==> src/include/rpm_pkg.sv <==
// constants and types for the reset and power mode controller
package rpm_pkg;
  // clock and machine-cycle timing; clk is the oscillator input itself
  localparam int unsigned CLK_PERIOD_NS   = 25;
  localparam int unsigned OSC_PER_MC      = 12;
  localparam int unsigned RST_MIN_MC      = 2;
  localparam int unsigned RST_MIN_OSC     = 24;
  localparam int unsigned RST_QUAL_CYC    = (RST_MIN_OSC < 1) ? 1 : RST_MIN_OSC;
  // watchdog reset pulse driven onto the reset pin, in machine cycles
  localparam int unsigned WDT_PULSE_MC    = 2;
  localparam int unsigned WDT_PULSE_CYC   = WDT_PULSE_MC * OSC_PER_MC;
  localparam int unsigned CNT_W           = 6;
  // power control register field positions and reset value
  localparam int unsigned PWR_IDLE_BIT    = 0;
  localparam int unsigned PWR_DOWN_BIT    = 1;
  localparam int unsigned PWR_W           = 2;
  localparam logic [1:0]  PWR_RESET       = 2'h0;

  typedef enum logic [1:0] {
    MODE_RUN,
    MODE_IDLE,
    MODE_PDOWN
  } rpm_mode_type;
endpackage : rpm_pkg

==> src/include/rpm_rst_if.sv <==
// qualified reset signals between the pin qualifier and the sequencer
`timescale 1ns/1ps
interface rpm_rst_if;
  logic osc_run;   // oscillator running, counting allowed
  logic pin_high;  // debounced reset pin level
  logic qual_rst;  // reset pin held long enough

  modport qual (input osc_run, output pin_high, output qual_rst);
  modport seq  (output osc_run, input pin_high, input qual_rst);
endinterface : rpm_rst_if

==> src/hw/rpm_top.sv <==
// reset and power mode sequencer: reset qualification, idle and power-down
`timescale 1ns/1ps
module rpm_top
  import rpm_pkg::*;
(
  input  wire logic                clk,
  input  wire logic                rst,
  input  wire logic                rst_pin_i,
  output logic                     rst_pin_o,
  output logic                     rst_pin_oe,
  input  wire logic                power_control_reg_wr,
  input  wire logic [PWR_W-1:0]    power_control_reg_wdata,
  output logic      [PWR_W-1:0]    power_control_reg_rdata,
  input  wire logic                instr_done,
  input  wire logic                int_enabled_pend,
  input  wire logic                watchdog_timer_ovf,
  output logic                     int_clk,
  output logic                     osc_run,
  output logic                     cpu_halt,
  output logic                     periph_run,
  output logic                     state_hold,
  output logic                     ram_retain_only,
  output logic                     wake_int,
  output logic                     sys_reset
);
  rpm_rst_if rif ();

  rpm_mode_type      mode_q;
  logic [PWR_W-1:0]  pwr_q;
  logic              osc_en_q;
  logic              div_q;
  logic              drv_q;
  logic [CNT_W-1:0]  drv_cnt_q;
  logic              cpu_halt_q;
  logic              periph_run_q;
  logic              state_hold_q;
  logic              ram_only_q;
  logic              wake_q;
  logic              sys_reset_q;
  logic              seq_rst;

  // pin qualifier; it sees our own watchdog drive through the pin too
  rpm_rst_qual u_qual (
    .clk       (clk),
    .rst       (rst),
    .rst_pin_i (rst_pin_i),
    .rif       (rif)
  );

  assign rif.osc_run = osc_en_q;
  // the mode, power control, wake and status registers are cleared by either reset source
  assign seq_rst = rst || rif.qual_rst;

  // oscillator gate: stops in power-down, restarts when the pin goes high
  always_ff @(posedge clk) begin
    if (rst) begin
      osc_en_q <= 1'b1;
    end else if (rif.pin_high) begin
      osc_en_q <= 1'b1; // lets the qualifier count out of power-down
    end else if (mode_q == MODE_RUN && instr_done && pwr_q[PWR_DOWN_BIT]) begin
      osc_en_q <= 1'b0;
    end
  end

  // divide-by-two internal clock, immune to input duty cycle
  always_ff @(posedge clk) begin
    if (rst) begin
      div_q <= 1'b0;
    end else if (osc_en_q) begin
      div_q <= ~div_q;
    end
  end

  // power control register, written by the CPU while running
  always_ff @(posedge clk) begin
    if (seq_rst) begin
      pwr_q <= PWR_RESET;
    end else if (mode_q == MODE_IDLE && int_enabled_pend) begin
      pwr_q[PWR_IDLE_BIT] <= 1'b0; // hardware clear on wake
    end else if (power_control_reg_wr && mode_q == MODE_RUN) begin
      pwr_q <= power_control_reg_wdata;
    end
  end

  // mode sequencing; power-down takes priority when both bits are set
  always_ff @(posedge clk) begin
    if (seq_rst) begin
      mode_q <= MODE_RUN;
    end else begin
      case (mode_q)
        MODE_RUN: begin
          if (instr_done && pwr_q[PWR_DOWN_BIT]) begin
            mode_q <= MODE_PDOWN;
          end else if (instr_done && pwr_q[PWR_IDLE_BIT]) begin
            mode_q <= MODE_IDLE;
          end
        end
        MODE_IDLE: begin
          if (int_enabled_pend) begin
            mode_q <= MODE_RUN;
          end
        end
        MODE_PDOWN: begin
          mode_q <= MODE_PDOWN; // interrupts cannot wake it
        end
        default: begin
          mode_q <= MODE_RUN;
        end
      endcase
    end
  end

  // one-cycle wake pulse so the CPU vectors to the pending interrupt
  always_ff @(posedge clk) begin
    if (seq_rst) begin
      wake_q <= 1'b0;
    end else begin
      wake_q <= (mode_q == MODE_IDLE) && int_enabled_pend;
    end
  end

  // status outputs, registered from the next mode
  always_ff @(posedge clk) begin
    if (seq_rst) begin
      cpu_halt_q   <= 1'b0;
      periph_run_q <= 1'b1;
      state_hold_q <= 1'b0;
      ram_only_q   <= 1'b0;
    end else begin
      case (mode_q)
        MODE_RUN: begin
          cpu_halt_q   <= instr_done && (pwr_q != PWR_RESET);
          periph_run_q <= !(instr_done && pwr_q[PWR_DOWN_BIT]);
          state_hold_q <= instr_done && pwr_q[PWR_IDLE_BIT]
                          && !pwr_q[PWR_DOWN_BIT];
          ram_only_q   <= instr_done && pwr_q[PWR_DOWN_BIT];
        end
        MODE_IDLE: begin
          cpu_halt_q   <= !int_enabled_pend;
          periph_run_q <= 1'b1;
          state_hold_q <= !int_enabled_pend;
          ram_only_q   <= 1'b0;
        end
        MODE_PDOWN: begin
          cpu_halt_q   <= 1'b1;
          periph_run_q <= 1'b0;
          state_hold_q <= 1'b0;
          ram_only_q   <= 1'b1;
        end
        default: begin
          cpu_halt_q   <= 1'b0;
          periph_run_q <= 1'b1;
          state_hold_q <= 1'b0;
          ram_only_q   <= 1'b0;
        end
      endcase
    end
  end

  // watchdog overflow drives the reset pin high for a fixed pulse
  always_ff @(posedge clk) begin
    if (rst) begin
      drv_q     <= 1'b0;
      drv_cnt_q <= '0;
    end else if (drv_q) begin
      if (drv_cnt_q == CNT_W'(WDT_PULSE_CYC - 1)) begin
        drv_q     <= 1'b0;
        drv_cnt_q <= '0;
      end else begin
        drv_cnt_q <= drv_cnt_q + CNT_W'(1);
      end
    end else if (watchdog_timer_ovf) begin
      drv_q <= 1'b1;
    end
  end

  // chip-wide reset, registered to keep the output glitch-free
  always_ff @(posedge clk) begin
    if (rst) begin
      sys_reset_q <= 1'b1;
    end else begin
      sys_reset_q <= rif.qual_rst;
    end
  end

  assign rst_pin_o               = drv_q; // drives high only
  assign rst_pin_oe              = drv_q;
  assign power_control_reg_rdata = pwr_q;
  assign int_clk                 = div_q;
  assign osc_run                 = osc_en_q;
  assign cpu_halt                = cpu_halt_q;
  assign periph_run              = periph_run_q;
  assign state_hold              = state_hold_q;
  assign ram_retain_only         = ram_only_q;
  assign wake_int                = wake_q;
  assign sys_reset               = sys_reset_q;
endmodule : rpm_top

==> src/hw/rpm_rst_qual.sv <==
// reset pin synchroniser and minimum-width qualifier
`timescale 1ns/1ps
module rpm_rst_qual
  import rpm_pkg::*;
(
  input  wire logic clk,
  input  wire logic rst,
  input  wire logic rst_pin_i,
  rpm_rst_if.qual   rif
);
  logic              sync1_q;
  logic              sync2_q;
  logic              sync3_q;
  logic              level_q;
  logic [CNT_W-1:0]  cnt_q;
  logic              qual_q;

  // three-stage synchroniser; first stage feeds only the second
  always_ff @(posedge clk) begin
    if (rst) begin
      sync1_q <= 1'b0;
      sync2_q <= 1'b0;
      sync3_q <= 1'b0;
    end else begin
      sync1_q <= rst_pin_i;
      sync2_q <= sync1_q;
      sync3_q <= sync2_q;
    end
  end

  // level changes only once stages two and three agree
  always_ff @(posedge clk) begin
    if (rst) begin
      level_q <= 1'b0;
    end else if (sync2_q == sync3_q) begin
      level_q <= sync3_q;
    end
  end

  // count oscillator periods of high pin while oscillator runs
  always_ff @(posedge clk) begin
    if (rst || !level_q || !rif.osc_run) begin
      cnt_q  <= '0; // short pulses never reach the threshold
      qual_q <= 1'b0;
    end else if (cnt_q == CNT_W'(RST_QUAL_CYC - 1)) begin
      qual_q <= 1'b1;
    end else begin
      cnt_q <= cnt_q + CNT_W'(1);
    end
  end

  assign rif.pin_high = level_q;
  assign rif.qual_rst = qual_q;
endmodule : rpm_rst_qual

==> config.mk <==
export PLATFORM = sky130hd
export DESIGN_NAME = rpm_top
export DESIGN_NICKNAME = d
export VERILOG_FILES = /design/src/include/rpm_pkg.sv /design/src/include/rpm_rst_if.sv /design/src/hw/rpm_top.sv /design/src/hw/rpm_rst_qual.sv
export SDC_FILE = /design/constraint.sdc
export NUM_CORES = 1
export LEC_CHECK = 0
export BUFFER_PORTS_ARGS = -buffer_cell sky130_fd_sc_hd__buf_4
export CAP_MARGIN = 30
export CORE_ASPECT_RATIO = 1.75
export CORE_MARGIN = 4
export CORE_UTILIZATION = 50
export DETAILED_ROUTE_END_ITERATION = 7
export PLACE_DENSITY = 0.73
export SLEW_MARGIN = 30
export SYNTH_ARGS = -nofsm -noshare
export SYNTH_HDL_FRONTEND = slang
export SYNTH_SLANG_ARGS = --single-unit
==> constraint.sdc <==
create_clock -name clk -period 3.01 [get_ports clk]
set_input_delay 0.4515 -clock clk [delete_from_list [all_inputs] [get_ports clk]]
set_output_delay 0.4515 -clock clk [all_outputs]
set_load 0.005 [all_outputs]
# Word level (Yosys, flattened, before mapping)
# Cells that the tools add are included.
[totals]
wordCells = 64
register_bits = 30
in_bits = 9
[op_classes]
reduce_logical = 22
n_mux = 12
bitwise_logic = 2
n_eq_ne = 7
n_addsub = 2
[ops]
columns = ["op", "count"]
rows = [
  ["adder 6 x 1 -> 6 bit (second input constant)", 2],
  ["equality test 6 x 5 -> 1 bit (second input constant)", 2],
  ["logical AND 1 bit", 8],
  ["two-way mux 2 bit", 3],
  ["two-way mux 6 bit", 1],
  ["one-hot mux 1 bit (2 select lines)", 3],
  ["one-hot mux 2 bit (3 select lines)", 1],
  ["zero test 1 bit", 5],
  ["AND reduction 2 bit", 2],
  ["OR reduction 2 bit", 2],
  ["logical OR 1 bit", 3],
  ["two-way mux 1 bit", 3],
  ["!= test 3 x 1 -> 1 bit (second input constant)", 1],
  ["one-hot mux 1 bit (3 select lines)", 1],
  ["equality test 2 x 1 -> 1 bit (second input constant)", 1],
  ["equality test 2 bit (second input constant)", 1],
  ["zero test 2 bit", 1],
  ["!= test 2 bit (second input constant)", 1],
  ["inverter 1 bit", 2],
  ["nonzero test 2 bit", 1],
  ["equality test 1 bit", 1],
]

# Depth between registers and ports, before layout
[logic_depth]
depth_word = 4
ltp_mapped = 4

# By module
# A second synthesis with hierarchy kept.
[unflattened]
hier_cells = 114
area_unflattened_um2 = 1163.6
[by_module_without_submodules]
columns = ["module", "cells_per_inst", "area_per_inst_um2", "seq_area_each_um2", "n_inst"]
rows = [
  ["rpm_top", 72, 737.0, 380.4, 1],
  ["rpm_rst_qual", 42, 426.7, 220.2, 1],
]

# Worst setup path before layout
# OpenSTA, ideal clock, no wires.
[synth_timing]
kind = "input port to flip-flop"
from = "input port rst"
to = "register cpu_halt_q (netlist: cpu_halt)"
t_required_ps = 2940
slack_ps = 1864
t_arrival_ps = 1076
n_path_buf = 1
cell_stages = 4
cell_sequence = "or2_1 buf_6 nor3_2 o21bai_1"
[synth_between]
elab_chain_cells = 1
[synth_lines]
columns = ["element", "line", "source"]
rows = [
  ["start, declared", "rpm_top.sv:7", "input wire logic rst,"],
  ["logical OR 1 bit", "rpm_top.sv:52", "assign seq_rst = rst || rif.qual_rst;"],
  ["end signal, assigned", "rpm_top.sv:132", "cpu_halt_q <= instr_done && (pwr_q != PWR_RESET);"],
  ["end signal, assigned", "rpm_top.sv:139", "cpu_halt_q <= !int_enabled_pend;"],
  ["end, declared", "rpm_top.sv:34", "logic cpu_halt_q;"],
]
# Every way passes these cells.
# A chain may end at the register's enable or synchronous reset.

# Final worst setup path
[layout_timing]
from = "register drv_q (netlist: rst_pin_o)"
to = "output port rst_pin_o"
[layout_rtl]
columns = ["element", "line", "source"]
rows = [
  ["start, declared", "rpm_top.sv:32", "logic drv_q;"],
  ["start signal, assigned", "rpm_top.sv:163", "drv_q <= 1'b0;"],
  ["start signal, assigned", "rpm_top.sv:167", "drv_q <= 1'b0;"],
  ["start signal, assigned", "rpm_top.sv:173", "drv_q <= 1'b1;"],
  ["end, declared", "rpm_top.sv:9", "output logic rst_pin_o,"],
]
# No word-level cell between the ends.

==> impl_metrics.csv <==
group,metric,value,unit
run_status,outcome,"finished clean",
pwr,ir_drop,0.000429,V
grt,grt_pass1_vias,845,
synth,synth_seq_area_share,51.8,%
detailed_routing,vias_per_cell,5.43,
synth,avgSynthCellArea,10.2,µm²
final_layout,final_nets,148,
clocking,clk_latency,330,ps
hold_path,hp-class,"input pin to flip-flop",
synth,post-synth-top-count-cell,"dfxtp_1",
timing,worst_pin_slew,326,ps
worst_setup_path,crit_fanout,9,
die,start_util,54.0,%
timing,maxSlewHeadroom,78.2,%
pwr,combPwrFrac,6.9,%
grt,use_met1,15.9,%
clocking,post-cts-setup-buffers,0,
synth,ys_warn_count,0,
final_layout,diodes,0,
clocking,clk_path_buf_depth,2,
grt,grt_pass1_wl,3680,µm
pwr,p_int,0.616,mW
die,fp.dieW,44.4,µm
die,ios,21,
timing,tns,0,ps
synth,ys_types,38,
timing,fin_hold_ws,330,ps
synth,synth_edf_count,0,
die,die_h,71.7,µm
pwr,p_clk_share,39.3,%
synth,synth_common_cells,"dfxtp_1, nor2_1, nand2_1",
clocking,htreeDepth,2,
clocking,postCtsResizedCells,0,
worst_setup_path,start_kind,"flip-flop",
timing,rsz0062_at_grt,"false",
worst_setup_path,end_kind,"output pin",
detailed_routing,ant_nets,0,
worst_setup_path,critical_path.max_stage_delay,520,ps
synth,synthTopCellsByArea,"dfxtp_1, mux2i_1, nor2_1, xor2_1, nand2_1",
worst_setup_path,critPathBufInv,1,
clocking,clk_pin_slew,90,ps
synth,yosysTopAreaCell,"dfxtp_1",
worst_setup_path,critPathRequiredTime,2560,ps
synth,ys_ff_latch,30,
detailed_routing,num_vias,879,
pwr,switching_share,22.1,%
pwr,pwr-share-seq,53.7,%
grt,busiest_layer,"met2",
grt,antenna_found_initial,0,
grt,met3_usage,6.28,%
detailed_routing,route.detailed.drc,0,
place,place.gp.congestion,0.798,
final_layout,drive_above_1_share,26.8,%
clocking,clock_sinks,30,
synth,ys_async_sr_fraction,0,%
timing,hold_viol,0,
worst_setup_path,cp_slowest_cell,"dfxtp_1",
grt,grt_use_total,15.8,%
place,portBuffers,20,
clocking,cts_root_buffer,"clkbuf_4",
detailed_routing,first_pass_iters,4,
timing,max_freq,0.677,GHz
worst_setup_path,worstPathArrival,1030,ps
die,dieArea,3180,µm²
worst_setup_path,crit_family,"flip-flops",
detailed_routing,drt_iter0_markers,12,
timing,setup_ws,1530,ps
place,detailed_place_hpwl,1570,µm
final_layout,synthToLayoutAreaGrowth,19.3,%
timing,skew,7.23,ps
pwr,p_leak,0.561,nW
clocking,cts_tree,"done",
flow_run,drv_cap,0,
clocking,cts_buffers,5,
place,place_ws,1610,ps
synth,ys.flop_type,"dfxtp_1",
timing,finalCriticalPeriod,1480,ps
timing,setup_viol,0,
synth,synth_cells,114,
synth,syn_nets,125,
final_layout,n_fill_cell,197,
grt,gr-total-overflow,0,
grt,use_met2,26.3,%
timing,drv_slew,0,
die,core,2150,µm²
die,rows,22,
pwr,switching_power,0.174,mW
grt,grt_max_degree,15,
timing,finalCritPeriodShare,49.1,%
pwr,power_density,572,nW/µm²
synth,syn_area,1160,µm²
worst_setup_path,crit_type,"flip-flop to output pin",
detailed_routing,routed_wl,2100,µm
clocking,cts_hold_buf,0,
synth,yosysTopAreaCellShare,51.8,%
worst_setup_path,crit_chain,"buf_4",
detailed_routing,wl_per_cell,12.9,µm
state kept, by name, indices dropped and copies added, names as in the netlist:
name,count
cpu_halt,1
drv_cnt_q,6
int_clk,1
mode_q,2
osc_run,1
periph_run,1
power_control_reg_rdata,2
ram_retain_only,1
rst_pin_o,1
state_hold,1
sys_reset,1
u_qual.cnt_q,6
u_qual.rif.pin_high,1
u_qual.rif.qual_rst,1
u_qual.sync1_q,1
u_qual.sync2_q,1
u_qual.sync3_q,1
wake_int,1
per-stage QoR:
stage | instances | util [%] | cell area [µm²] | total power [mW]
2_1_floorplan | 114 | - | 1160 | 0.464
3_3_place_gp | 154 | 60.8 | 1310 | 0.487
3_5_place_dp | 154 | 60.8 | 1310 | 0.489
4_1_cts | 162 | 64.4 | 1380 | 0.804
5_1_grt | 162 | 64.4 | 1380 | 0.829
6_report | 162 | 64.4 | 1380 | 0.790
final timing paths:
| path | depth (start not counted) | start | slack (ps) | endpoint |
|---|---|---|---|---|
| setup reg to reg | 3 | rst_pin_o | 1740 | drv_cnt_q[5] |
| hold reg to reg | 1 | u_qual.sync1_q | 460 | u_qual.sync2_q |
| hold / removal | 2 | rst_pin_i | 330 | u_qual.sync1_q |
| setup / recovery | 1 | rst_pin_o | 1530 | rst_pin_o |
area by class of cell:
class,count,area [µm²],share of cell area (%)
clock buffers,5,37.5,2.71
flip-flops and latches,30,601,43.4
inverters,4,15.0,1.09
multi-input cells,76,509,36.8
well taps,24,30.0,2.17
repair buffers,20,150,10.9
clock inverters,3,40.0,2.90
cell families after synthesis:
| kind of cell | Yosys count | share of synthesized area (%) |
|---|---|---|
| AND/OR/NAND/NOR | 45 | 23.1 |
| flip-flops | 30 | 51.8 |
| AO/OA/AOI/OAI | 19 | 10.7 |
| buffers and inverters | 8 | 4.21 |
| XOR/XNOR | 6 | 4.54 |
| multiplexers | 4 | 3.46 |
| adder cells (fa/ha/maj) | 2 | 2.16 |
placed cells by master, fill, tap and decap left out, types with 2 or more instances in the layout:
cell type / n
inv_1: 3
buf_4: 20
or3_1: 2
a21oi_1: 5
ha_1: 2
mux2i_1: 4
nand3b_1: 3
nor2_1: 10
xor2_1: 4
nand2_1: 7
xnor2_1: 2
o21ai_0: 5
nor3b_2: 2
clkinv_2: 2
clkbuf_4: 5
nor2b_1: 4
dfxtp_1: 30
nand3_1: 3
nor3_1: 5
per-layer routing:
metal	wire length, µm	part of all wire [%]
met1	763	36
met2	1160	55
met3	99	4.7
met4	72	3.4
met5	0	0
power groups by stage:
stage	sequential [mW]	clock [mW]	combinational, mW
6_report	0.425	0.311	0.0549
5_1_grt	0.427	0.341	0.0615
4_1_cts	0.425	0.323	0.0556
3_5_place_dp	0.434	0	0.0554
3_3_place_gp	0.433	0	0.0542
2_1_floorplan	0.431	0	0.0327
(Power assumes the default switching activity.)
